**src/core/mfre_map.vh**
```
// Opcodes, phase lengths, field positions and reset values of the fast read engine
`ifndef MFRE_MAP_VH
`define MFRE_MAP_VH

// Accepted opcodes
`define MFRE_OP_QUAD_OUT      8'h6B
`define MFRE_OP_DUAL_IO       8'hBB
`define MFRE_OP_QUAD_IO       8'hEB

// Transfer kinds
`define MFRE_KIND_QO          2'h0
`define MFRE_KIND_DIO         2'h1
`define MFRE_KIND_QIO         2'h2

// Clock counts of each phase
`define MFRE_CMD_CLKS_SPI     5'h08
`define MFRE_CMD_CLKS_QPI     5'h02
`define MFRE_ADDR_CLKS_X1     5'h18
`define MFRE_ADDR_CLKS_X2     5'h0C
`define MFRE_ADDR_CLKS_X4     5'h06
`define MFRE_MODE_CLKS_X2     5'h04
`define MFRE_MODE_CLKS_X4     5'h02
`define MFRE_DUMMY_CLKS_QO    5'h08
`define MFRE_DUMMY_CLKS_DIO   5'h00
`define MFRE_DUMMY_CLKS_QIO   5'h04

// Mode byte: opcode skip field and the value that keeps the skip
`define MFRE_SKIP_HI          5
`define MFRE_SKIP_LO          4
`define MFRE_SKIP_KEEP        2'h2

// Wrap setup field {length[1:0], disable}
`define MFRE_WRAP_DIS_BIT     0
`define MFRE_WRAP_LEN_HI      2
`define MFRE_WRAP_LEN_LO      1
`define MFRE_WRAP_DIS_RST     1'h1
`define MFRE_WRAP_LEN_RST     2'h0

// Read parameter dummy select, reset value selects zero clocks
`define MFRE_RDPAR_RST        2'h0

`endif

```
**src/core/mfre_buf2.v**
```verilog
// Two-entry valid/ready buffer with flush
`timescale 1ns/1ps
module mfre_buf2 #(
   parameter DW = 8
) (
   input  wire          sys_clk_i,
   input  wire          rst_i,
   input  wire          flush_i,
   input  wire          in_valid_i,
   output wire          in_ready_o,
   input  wire [DW-1:0] in_data_i,
   output wire          out_valid_o,
   input  wire          out_ready_i,
   output wire [DW-1:0] out_data_o
);
   reg [DW-1:0] mem_ff [0:1];
   reg          wr_ptr_ff;
   reg          rd_ptr_ff;
   reg [1:0]    cnt_ff;
   wire         push;
   wire         pop;

   assign in_ready_o  = (cnt_ff != 2'h2);
   assign out_valid_o = (cnt_ff != 2'h0);
   assign out_data_o  = mem_ff[rd_ptr_ff];
   assign push        = in_valid_i & in_ready_o;
   assign pop         = out_valid_o & out_ready_i;

   always @(posedge sys_clk_i or posedge rst_i) begin
      if (rst_i) begin
         wr_ptr_ff <= 1'b0;
         rd_ptr_ff <= 1'b0;
         cnt_ff    <= 2'h0;
         mem_ff[0] <= {DW{1'b0}};
         mem_ff[1] <= {DW{1'b0}};
      end else if (flush_i) begin
         wr_ptr_ff <= 1'b0;
         rd_ptr_ff <= 1'b0;
         cnt_ff    <= 2'h0;
      end else begin
         if (push) begin
            mem_ff[wr_ptr_ff] <= in_data_i;
            wr_ptr_ff         <= ~wr_ptr_ff;
         end
         if (pop) begin
            rd_ptr_ff <= ~rd_ptr_ff;
         end
         if (push & ~pop) begin
            cnt_ff <= cnt_ff + 2'h1;
         end else if (pop & ~push) begin
            cnt_ff <= cnt_ff - 2'h1;
         end
      end
   end
endmodule

```
**src/core/mfre_engine.v**
```verilog
// Device-side multi-line fast read engine of a serial flash
`timescale 1ns/1ps
`include "mfre_map.vh"

// Behaviour
// - Quad output read: 24 address bits on one line, eight dummies, data on four.
// - Quad output read is refused unless the quad enable bit is one.
// - Dual I/O read: address two bits per clock, data on lines 0 and 1.
// - Mode byte follows the address; bits 5:4 steer opcode skip, the other bits are ignored.
// - Skip bits equal 10 let the next dual read start with its address.
// - Any other skip value restores opcode decoding on the next select.
// - Quad I/O read in single-line mode: four-line address, four dummy clocks.
// - Quad I/O read runs only with the quad enable bit set, except one started by opcode skip.
// - Skip bits equal 10 make the next quad I/O read start with its address.
// - With wrap on, single-line quad I/O read loops inside its aligned section.
// - Wrap setup stores a disable bit and a two-bit length field.
// - Quad-instruction dummies are 0, 2, 4 or 6; reset selects 0.
// - Quad-instruction mode adds its dummy clocks after the mode byte clocks.
// - Opcode skip also works for quad I/O read in quad-instruction mode.
// - Quad I/O read never wraps in quad-instruction mode.
// - Wrap on when disable bit is zero; lengths 8, 16, 32, 64 bytes.
// - Wrap disable bit resets to one.
// - Without wrap the address steps by one after each byte.
module mfre_engine #(
   parameter AW = 24
) (
   input  wire          sys_clk_i,
   input  wire          rst_i,
   input  wire          cs_n_i,
   input  wire          sclk_i,
   input  wire [3:0]    io_i,
   output wire [3:0]    io_o,
   output wire [3:0]    io_oe_o,
   input  wire          quad_enable_bit_i,
   input  wire          quad_instruction_mode_i,
   input  wire          wrap_set_i,
   input  wire [2:0]    wrap_bits_i,
   input  wire          rd_param_set_i,
   input  wire [1:0]    rd_param_i,
   input  wire          soft_reset_i,
   output wire          mem_rd_o,
   output wire [AW-1:0] mem_addr_o,
   input  wire [7:0]    mem_rdata_i,
   output wire          execute_in_place_o,
   output wire          busy_o
);
   localparam ST_IDLE  = 7'h01;
   localparam ST_CMD   = 7'h02;
   localparam ST_ADDR  = 7'h04;
   localparam ST_MODE  = 7'h08;
   localparam ST_DUMMY = 7'h10;
   localparam ST_DATA  = 7'h20;
   localparam ST_IGN   = 7'h40;

   // Pin synchronisers
   reg  [2:0]    sclk_s_ff;
   reg  [2:0]    csn_s_ff;
   reg  [3:0]    io_s1_ff;
   reg  [3:0]    io_s2_ff;
   reg  [3:0]    io_s3_ff;
   reg           sclk_lvl_ff;
   reg           csn_lvl_ff;
   wire          sclk_ok;
   wire          csn_ok;
   wire          sclk_rise;
   wire          sclk_fall;
   wire          cs_fall;
   wire          cs_rise;

   reg  [6:0]    st_ff;
   reg  [6:0]    nxt_st;
   reg  [4:0]    cnt_ff;
   reg  [4:0]    nxt_cnt;
   reg  [23:0]   sh_ff;
   reg  [23:0]   nxt_sh;
   reg  [1:0]    kind_ff;
   reg  [1:0]    nxt_kind;
   reg           cont_ff;
   reg  [1:0]    cont_kind_ff;
   reg           wrap_dis_ff;
   reg  [1:0]    wrap_len_ff;
   reg  [1:0]    rdpar_ff;
   reg  [2:0]    in_w;
   reg  [4:0]    ph_len;
   reg  [4:0]    dummy_len;
   reg           fetch_on_ff;
   reg  [AW-1:0] fetch_addr_ff;
   reg           rd_pend_ff;
   reg           wrap_act_ff;
   reg  [7:0]    out_sh_ff;
   reg  [1:0]    out_left_ff;
   reg  [3:0]    io_out_ff;
   reg  [3:0]    io_oe_ff;
   wire          phase_end;
   wire [4:0]    cnt_inc;
   wire          buf_in_ready;
   wire          buf_out_valid;
   wire [7:0]    buf_out_data;
   wire          out_load;
   wire [7:0]    out_byte;
   wire [7:0]    wrap_mask;
   wire [AW-1:0] addr_inc;
   wire [AW-1:0] addr_step;

   // Three-flop sampling; a change counts once stages two and three agree
   always @(posedge sys_clk_i or posedge rst_i) begin
      if (rst_i) begin
         sclk_s_ff <= 3'h0;
         csn_s_ff  <= 3'h7;
         io_s1_ff  <= 4'h0;
         io_s2_ff  <= 4'h0;
         io_s3_ff  <= 4'h0;
      end else begin
         sclk_s_ff <= {sclk_s_ff[1:0], sclk_i};
         csn_s_ff  <= {csn_s_ff[1:0], cs_n_i};
         io_s1_ff  <= io_i;
         io_s2_ff  <= io_s1_ff;
         io_s3_ff  <= io_s2_ff;
      end
   end

   assign sclk_ok   = (sclk_s_ff[1] == sclk_s_ff[2]);
   assign csn_ok    = (csn_s_ff[1] == csn_s_ff[2]);
   assign sclk_rise = sclk_ok & sclk_s_ff[2] & ~sclk_lvl_ff & ~csn_lvl_ff;
   assign sclk_fall = sclk_ok & ~sclk_s_ff[2] & sclk_lvl_ff & ~csn_lvl_ff;
   assign cs_fall   = csn_ok & ~csn_s_ff[2] & csn_lvl_ff;
   assign cs_rise   = csn_ok & csn_s_ff[2] & ~csn_lvl_ff;

   always @(posedge sys_clk_i or posedge rst_i) begin
      if (rst_i) begin
         sclk_lvl_ff <= 1'b0;
         csn_lvl_ff  <= 1'b1;
      end else begin
         if (sclk_ok) begin
            sclk_lvl_ff <= sclk_s_ff[2];
         end
         if (csn_ok) begin
            csn_lvl_ff <= csn_s_ff[2];
         end
      end
   end

   // Setup registers
   always @(posedge sys_clk_i or posedge rst_i) begin
      if (rst_i) begin
         wrap_dis_ff <= `MFRE_WRAP_DIS_RST;
         wrap_len_ff <= `MFRE_WRAP_LEN_RST;
         rdpar_ff    <= `MFRE_RDPAR_RST;
      end else begin
         if (wrap_set_i) begin
            wrap_dis_ff <= wrap_bits_i[`MFRE_WRAP_DIS_BIT];
            wrap_len_ff <= wrap_bits_i[`MFRE_WRAP_LEN_HI:`MFRE_WRAP_LEN_LO];
         end
         // dummy select, reset instruction restores zero
         if (soft_reset_i) begin
            rdpar_ff <= `MFRE_RDPAR_RST;
         end else if (rd_param_set_i) begin
            rdpar_ff <= rd_param_i;
         end
      end
   end

   // Lines sampled per rising edge in the current phase
   always @* begin
      in_w = 3'h1;
      if (st_ff == ST_CMD) begin
         in_w = quad_instruction_mode_i ? 3'h4 : 3'h1;
      end else if (st_ff == ST_ADDR || st_ff == ST_MODE) begin
         case (kind_ff)
            `MFRE_KIND_DIO: in_w = 3'h2;
            `MFRE_KIND_QIO: in_w = 3'h4;
            default:        in_w = 3'h1;
         endcase
      end
   end

   always @* begin
      case (in_w)
         3'h2:    nxt_sh = {sh_ff[21:0], io_s3_ff[1:0]};
         3'h4:    nxt_sh = {sh_ff[19:0], io_s3_ff[3:0]};
         default: nxt_sh = {sh_ff[22:0], io_s3_ff[0]};
      endcase
   end

   // Dummy clocks after the mode byte, or after the address for quad output, per kind
   always @* begin
      case (kind_ff)
         `MFRE_KIND_QO:  dummy_len = `MFRE_DUMMY_CLKS_QO;
         `MFRE_KIND_DIO: dummy_len = `MFRE_DUMMY_CLKS_DIO;
         default: begin
            if (quad_instruction_mode_i) begin
               dummy_len = {2'h0, rdpar_ff, 1'b0};
            end else begin
               dummy_len = `MFRE_DUMMY_CLKS_QIO;
            end
         end
      endcase
   end

   always @* begin
      case (st_ff)
         ST_CMD: begin
            ph_len = quad_instruction_mode_i ? `MFRE_CMD_CLKS_QPI : `MFRE_CMD_CLKS_SPI;
         end
         ST_ADDR: begin
            case (kind_ff)
               `MFRE_KIND_DIO: ph_len = `MFRE_ADDR_CLKS_X2;
               `MFRE_KIND_QIO: ph_len = `MFRE_ADDR_CLKS_X4;
               default:        ph_len = `MFRE_ADDR_CLKS_X1;
            endcase
         end
         ST_MODE: begin
            ph_len = (kind_ff == `MFRE_KIND_DIO) ? `MFRE_MODE_CLKS_X2 : `MFRE_MODE_CLKS_X4;
         end
         ST_DUMMY: ph_len = dummy_len;
         default:  ph_len = 5'h1F;
      endcase
   end

   assign cnt_inc   = cnt_ff + 5'h1;
   assign phase_end = (cnt_inc == ph_len);

   // Command decode and phase sequencing on rising edges
   always @* begin
      nxt_st   = st_ff;
      nxt_cnt  = cnt_ff;
      nxt_kind = kind_ff;
      case (st_ff)
         ST_IDLE: begin
            if (cs_fall) begin
               if (cont_ff) begin
                  nxt_st   = ST_ADDR;
                  nxt_kind = cont_kind_ff;
               end else begin
                  nxt_st = ST_CMD;
               end
               nxt_cnt = 5'h0;
            end
         end
         ST_CMD, ST_ADDR, ST_MODE, ST_DUMMY: begin
            if (sclk_rise) begin
               nxt_cnt = phase_end ? 5'h0 : cnt_inc;
               if (phase_end) begin
                  case (st_ff)
                     ST_CMD: begin
                        nxt_st = ST_IGN;
                        if (quad_instruction_mode_i) begin
                           if (nxt_sh[7:0] == `MFRE_OP_QUAD_IO && quad_enable_bit_i) begin
                              nxt_st   = ST_ADDR;
                              nxt_kind = `MFRE_KIND_QIO;
                           end
                        end else if (nxt_sh[7:0] == `MFRE_OP_QUAD_OUT) begin
                           if (quad_enable_bit_i) begin
                              nxt_st   = ST_ADDR;
                              nxt_kind = `MFRE_KIND_QO;
                           end
                        end else if (nxt_sh[7:0] == `MFRE_OP_DUAL_IO) begin
                           nxt_st   = ST_ADDR;
                           nxt_kind = `MFRE_KIND_DIO;
                        end else if (nxt_sh[7:0] == `MFRE_OP_QUAD_IO) begin
                           if (quad_enable_bit_i) begin
                              nxt_st   = ST_ADDR;
                              nxt_kind = `MFRE_KIND_QIO;
                           end
                        end
                     end
                     ST_ADDR: begin
                        nxt_st = (kind_ff == `MFRE_KIND_QO) ? ST_DUMMY : ST_MODE;
                     end
                     ST_MODE: begin
                        nxt_st = (dummy_len == 5'h0) ? ST_DATA : ST_DUMMY;
                     end
                     default: nxt_st = ST_DATA;
                  endcase
               end
            end
         end
         default: nxt_st = st_ff;
      endcase
      if (cs_rise) begin
         nxt_st = ST_IDLE;
      end
   end

   always @(posedge sys_clk_i or posedge rst_i) begin
      if (rst_i) begin
         st_ff        <= ST_IDLE;
         cnt_ff       <= 5'h0;
         kind_ff      <= `MFRE_KIND_QO;
         sh_ff        <= 24'h000000;
         cont_ff      <= 1'b0;
         cont_kind_ff <= `MFRE_KIND_DIO;
      end else begin
         st_ff   <= nxt_st;
         cnt_ff  <= nxt_cnt;
         kind_ff <= nxt_kind;
         if (sclk_rise) begin
            sh_ff <= nxt_sh;
         end
         if (st_ff == ST_MODE && sclk_rise && phase_end) begin
            // any other value restores opcode decoding
            cont_ff      <= (nxt_sh[`MFRE_SKIP_HI:`MFRE_SKIP_LO] == `MFRE_SKIP_KEEP);
            cont_kind_ff <= kind_ff;
         end
      end
   end

   // Address stepping with optional section wrap
   assign wrap_mask = (8'h08 << wrap_len_ff) - 8'h01;
   assign addr_inc  = fetch_addr_ff + {{(AW-1){1'b0}}, 1'b1};
   assign addr_step = wrap_act_ff ?
                      {fetch_addr_ff[AW-1:8],
                       (fetch_addr_ff[7:0] & ~wrap_mask) | (addr_inc[7:0] & wrap_mask)} :
                      addr_inc;

   assign mem_rd_o   = fetch_on_ff & ~rd_pend_ff & buf_in_ready;
   assign mem_addr_o = fetch_addr_ff;

   always @(posedge sys_clk_i or posedge rst_i) begin
      if (rst_i) begin
         fetch_on_ff   <= 1'b0;
         fetch_addr_ff <= {AW{1'b0}};
         rd_pend_ff    <= 1'b0;
         wrap_act_ff   <= 1'b0;
      end else begin
         rd_pend_ff <= mem_rd_o;
         if (cs_rise) begin
            fetch_on_ff <= 1'b0;
         end else if (st_ff == ST_ADDR && sclk_rise && phase_end) begin
            fetch_on_ff   <= 1'b1;
            fetch_addr_ff <= nxt_sh[AW-1:0];
            // no wrap in quad-instruction mode or when disabled
            wrap_act_ff   <= (kind_ff == `MFRE_KIND_QIO) & ~quad_instruction_mode_i &
                             ~wrap_dis_ff;
         end else if (mem_rd_o) begin
            fetch_addr_ff <= addr_step;
         end
      end
   end

   mfre_buf2 #(
      .DW (8)
   ) u_buf (
      .sys_clk_i   (sys_clk_i),
      .rst_i       (rst_i),
      .flush_i     (cs_rise),
      .in_valid_i  (rd_pend_ff & fetch_on_ff),
      .in_ready_o  (buf_in_ready),
      .in_data_i   (mem_rdata_i),
      .out_valid_o (buf_out_valid),
      .out_ready_i (out_load),
      .out_data_o  (buf_out_data)
   );

   // Data shifting on falling edges
   assign out_load = (st_ff == ST_DATA) & sclk_fall & (out_left_ff == 2'h0);
   assign out_byte = buf_out_valid ? buf_out_data : 8'hFF;

   always @(posedge sys_clk_i or posedge rst_i) begin
      if (rst_i) begin
         out_sh_ff   <= 8'h00;
         out_left_ff <= 2'h0;
         io_out_ff   <= 4'h0;
         io_oe_ff    <= 4'h0;
      end else if (cs_rise || st_ff != ST_DATA) begin
         out_left_ff <= 2'h0;
         io_oe_ff    <= 4'h0;
      end else if (sclk_fall) begin
         // drive only from first data falling edge
         if (kind_ff == `MFRE_KIND_DIO) begin
            io_oe_ff <= 4'h3;
            if (out_left_ff == 2'h0) begin
               io_out_ff   <= {2'h0, out_byte[7:6]};
               out_sh_ff   <= {out_byte[5:0], 2'h0};
               out_left_ff <= 2'h3;
            end else begin
               io_out_ff   <= {2'h0, out_sh_ff[7:6]};
               out_sh_ff   <= {out_sh_ff[5:0], 2'h0};
               out_left_ff <= out_left_ff - 2'h1;
            end
         end else begin
            io_oe_ff <= 4'hF;
            if (out_left_ff == 2'h0) begin
               io_out_ff   <= out_byte[7:4];
               out_sh_ff   <= {out_byte[3:0], 4'h0};
               out_left_ff <= 2'h1;
            end else begin
               io_out_ff   <= out_sh_ff[7:4];
               out_left_ff <= 2'h0;
            end
         end
      end
   end

   assign io_o               = io_out_ff;
   assign io_oe_o            = io_oe_ff;
   assign execute_in_place_o = cont_ff;
   assign busy_o             = ~csn_lvl_ff;
endmodule

```
**config.mk**
```make
export PLATFORM = sky130hd
export DESIGN_NAME = mfre_engine
export DESIGN_NICKNAME = d
export VERILOG_FILES = /design/src/core/mfre_buf2.v /design/src/core/mfre_engine.v
export VERILOG_INCLUDE_DIRS = /design/src /design/src/core
export SDC_FILE = /design/constraint.sdc
export NUM_CORES = 1
export LEC_CHECK = 0
export ABC_AREA = 1
export BUFFER_PORTS_ARGS = -buffer_cell sky130_fd_sc_hd__buf_2
export CORE_MARGIN = 3
export CORE_UTILIZATION = 62
export CTS_BUF_LIST = sky130_fd_sc_hd__clkbuf_4
export DETAILED_ROUTE_END_ITERATION = 8
export GPL_TIMING_DRIVEN = 0
export MAX_ROUTING_LAYER = met4
export PLACE_DENSITY = 0.91
export SLEW_MARGIN = 20
export SYNTH_ARGS = -nofsm -noshare
export SYNTH_HDL_FRONTEND = slang
export SYNTH_HIERARCHICAL = 1
export SYNTH_SLANG_ARGS = --single-unit
```
**constraint.sdc**
```tcl
create_clock -name sys_clk_i -period 4 [get_ports sys_clk_i]
set_clock_uncertainty 0.2 [all_clocks]
set_input_delay 0.6 -clock sys_clk_i [delete_from_list [all_inputs] [get_ports sys_clk_i]]
set_output_delay 0.6 -clock sys_clk_i [all_outputs]
set_load 0.02 [all_outputs]
```
==> reports/metrics.yaml <==
cts_sinks: 126
p_per_area_nw_per_um2: 521
status: "complete, no violations"
path_buf_inv: 2
end_kind: "flop"
place_congestion: 0.929
fin_tns_setup_ns: 0
rows: 38
final_util_pct: 72.8
grt_pass1_vias: 6078
slew_violations: 0
ys_seq_area_share_pct: 44.0
wl_um: 16700
die_area_sq_um: 12900
grt-busiest-layer: "met2"
synthesis.area_sq_um: 7190
rsz0062_at_grt: "false"
synth.net_count: 942
layout-drive-gt1-share_pct: 19.7
setup_violations: 0
min_period_ns: 3.13
path_clk_slew_ns: 0.11
worstSetupPathType: "reg2reg"
max_stage_delay_ns: 0.40
yosysWarnings: 6
grt_overflow_total: 0
port_buffers: 60
grt_util_met2_pct: 42.2
final_common_cell: "nand2_1"
initial_core_util_pct: 64.9
hold_viol_final: 0
nets: 1029
core_sq_um: 11100
grt_pass1_wl_um: 28300
drtIter0Drc: 783
synth_area_leaders: "dfrtp_1 (41%), nand2_1 (13%), inv_1 (5.7%)"
syn_inst: 904
p_leak_nw: 3.84
cts_buffers: 17
ys.flop_type: "dfrtp_1"
synth_top_area_share_pct: 41.4
post_cts_buffers: 0
worstSkewPairLatency_ns: 0.54
dp_hpwl_um: 12400
path_delay_family: "simple AND/OR/NAND/NOR gates"
crit_top_cell: "nand2_1"
required_ns: 4.21
io_pins: 61
crit_chain: "inv_2 > nand2_1 > nor2_1 > nand3_1 > nand2_1 > nand2_2 > inv_1 > nand2_2 > o21ai_0 > nor2_1 > nor2_1 > nand2_1 > nor2_1 > nand2_1 > nand2_1 > nand2_1 > nand3_1 > nand2_1 > nand2_1 > o21ai_1"
drtAntennaViolNets: 0
whs_ns: 0.105
cts-root-buf: "clkbuf_4"
period_share_pct: 78.2
cp_max_fo: 9
final_cell_mix: "nand2_1 (242), dfrtp_1 (119), inv_1 (108)"
gr-usage-met1_pct: 38.9
worst_pin_slew_ns: 0.745
wl_per_cell_um: 14.6
start_kind: "flop"
grt_max_degree: 60
vias_per_cell: 5.67
async_flop_share_pct: 100
ys_types: 51
min_path_type: "in2reg"
vias: 6491
max_slew_margin_pct: 50.3
ir_worst_vdd_uv: 498
met3_usage_pct: 5.57
die_height_um: 114
grt_usage_pct: 28.0
drc: 0
synth_area_per_cell_sq_um: 7.95
cts_tree: "done"
cp_slowest_cell: "dfrtp_1"
firstDrtPassIters: 6
synth_edf_count: 0
yosys_register_bits: 126
area_growth_pct: 12.3
htree_levels: 4
cp.arrival_ns: 3.34
maxCapViolations: 0
yosysTopAreaCell: "dfrtp_1"
clock_path_buffers: 2
nFillCells: 843
grt_antenna_before_repair: 1
fmax_mhz: 320
die_w_um: 114
## logic make-up (layout without fill, tap and decap cells)
group	count (synthesis)	count (layout)	share of synthesized area (%)
and+or+nand+nor	413	413	25.7
xor gates and xnor gates	12	12	1.46
other	0	1	0
muxes	10	10	1.57
DFF	126	126	44.0
AOI/OAI and AO/OA	187	187	16.9
adders and majority gates	12	12	2.09
buffers and inverters	144	244	8.30
## routing by layer
layer,part of all wire [%],vias up
li1,-,3149
met1,44,3026
met2,46,290
met3,8.1,26
met4,1.6,0
met5,0,-
## metrics by stage
step / instances / power [W] / cell area, sq um / setup WS [ns]
2_1_floorplan: 904 / 0.00284 / 7190 / 0.423
3_3_place_gp: 1104 / 0.00320 / 7660 / -0.742
3_5_place_dp: 1105 / 0.00325 / 7700 / 0.901
4_1_cts: 1144 / 0.00418 / 8070 / 0.895
5_1_grt: 1145 / 0.00450 / 8070 / 0.583
6_report: 1145 / 0.00420 / 8070 / 0.874
## worst reg2reg max path, cell delays in order, from the launching register on
cell	delay, ns
dfrtp_1	0.40
inv_2	0.07
nand2_1	0.10
nor2_1	0.19
nand3_1	0.21
nand2_1	0.17
nand2_2	0.11
inv_1	0.08
nand2_2	0.13
o21ai_0	0.16
nor2_1	0.08
nor2_1	0.22
nand2_1	0.14
nor2_1	0.18
nand2_1	0.09
nand2_1	0.10
nand2_1	0.09
nand3_1	0.08
nand2_1	0.09
nand2_1	0.07
o21ai_1	0.06
## Yosys cell counts (all sizes together) (2+ instances only)
master and instances:
mux2 10, nand2 256, nor3 17, or2 3
clkbuf 9, dfrtp 119, o21ai 113, nand3 52
inv 118, nor4 2, nand4 8, buf 15
and3 2, a21oi 18, a21boi 12, o22ai 12
clkinv 2, xnor2 3, o211ai 5, xor2 9
nand3b 4, ha 12, o31ai 4, o221ai 15
nor2 68, dfstp 7, o21a 2, a31oi 2
## timing repair
action | CTS | global route
gates resized for setup | 0 | 0
hold buffers | 7 | 0
hold endpoints to repair | 48 | 0
## final timing paths
| path | start | depth (start not counted) | slack [ns] | endpoint |
|---|---|---|---|---|
| max | st_ff[3]$_DFFE_PP0P_ | 20 | 0.87 | kind_ff[0]$_DFFE_PP0P_ |
| min | wrap_set_i | 2 | 0.10 | wrap_dis_ff$_DFFE_PP1P_ |
| max reg2reg | st_ff[3]$_DFFE_PP0P_ | 20 | 0.87 | kind_ff[0]$_DFFE_PP0P_ |
| min reg2reg | io_s2_ff[3]$_DFF_PP0_ | 0 | 0.15 | io_s3_ff[3]$_DFF_PP0_ |
| max in group asynchronous | rst_i | 4 | 2.46 | cont_kind_ff[0]$_DFFE_PP1P_ |
| min in group asynchronous | rst_i | 3 | 0.43 | rd_pend_ff$_DFF_PP0_ |
## layout make-up
cell class / count / area, sq um / area share, %
antenna: 1 / 2.50 / 0.0310
clock inverter: 11 / 143 / 1.77
buffer: 24 / 145 / 1.80
tap: 140 / 175 / 2.17
clock buffer: 21 / 158 / 1.95
inverter: 120 / 457 / 5.66
timing repair buffer: 68 / 398 / 4.93
sequential: 126 / 3160 / 39.2
multi-input combinational: 634 / 3430 / 42.5
## state kept, by name (all words and copies together), names as in the netlist, 2 cells and up, named ones only
name and flops:
wrap_len_ff 2, mem_addr_o 21, io_o 4, rdpar_ff 2
io_s3_ff 4, out_sh_ff 6, cont_kind_ff 2, st_ff 7
io_s2_ff 4, u_buf/cnt_ff 2, out_left_ff 2, io_s1_ff 4
csn_s_ff 3, kind_ff 2, cnt_ff 5, sclk_s_ff 3
io_oe_o 2, sh_ff 23, u_buf/mem_ff 16
## where the power goes
group | internal, W | switching, W | leakage [nW]
logic | 0.000504 | 0.00104 | 2.08
clock network | 0.000457 | 0.000465 | 0.153
registers | 0.00155 | 0.000186 | 1.61
total | 0.00251 | 0.00169 | 3.84
No activity file was read; power rests on OpenSTA's default activity.
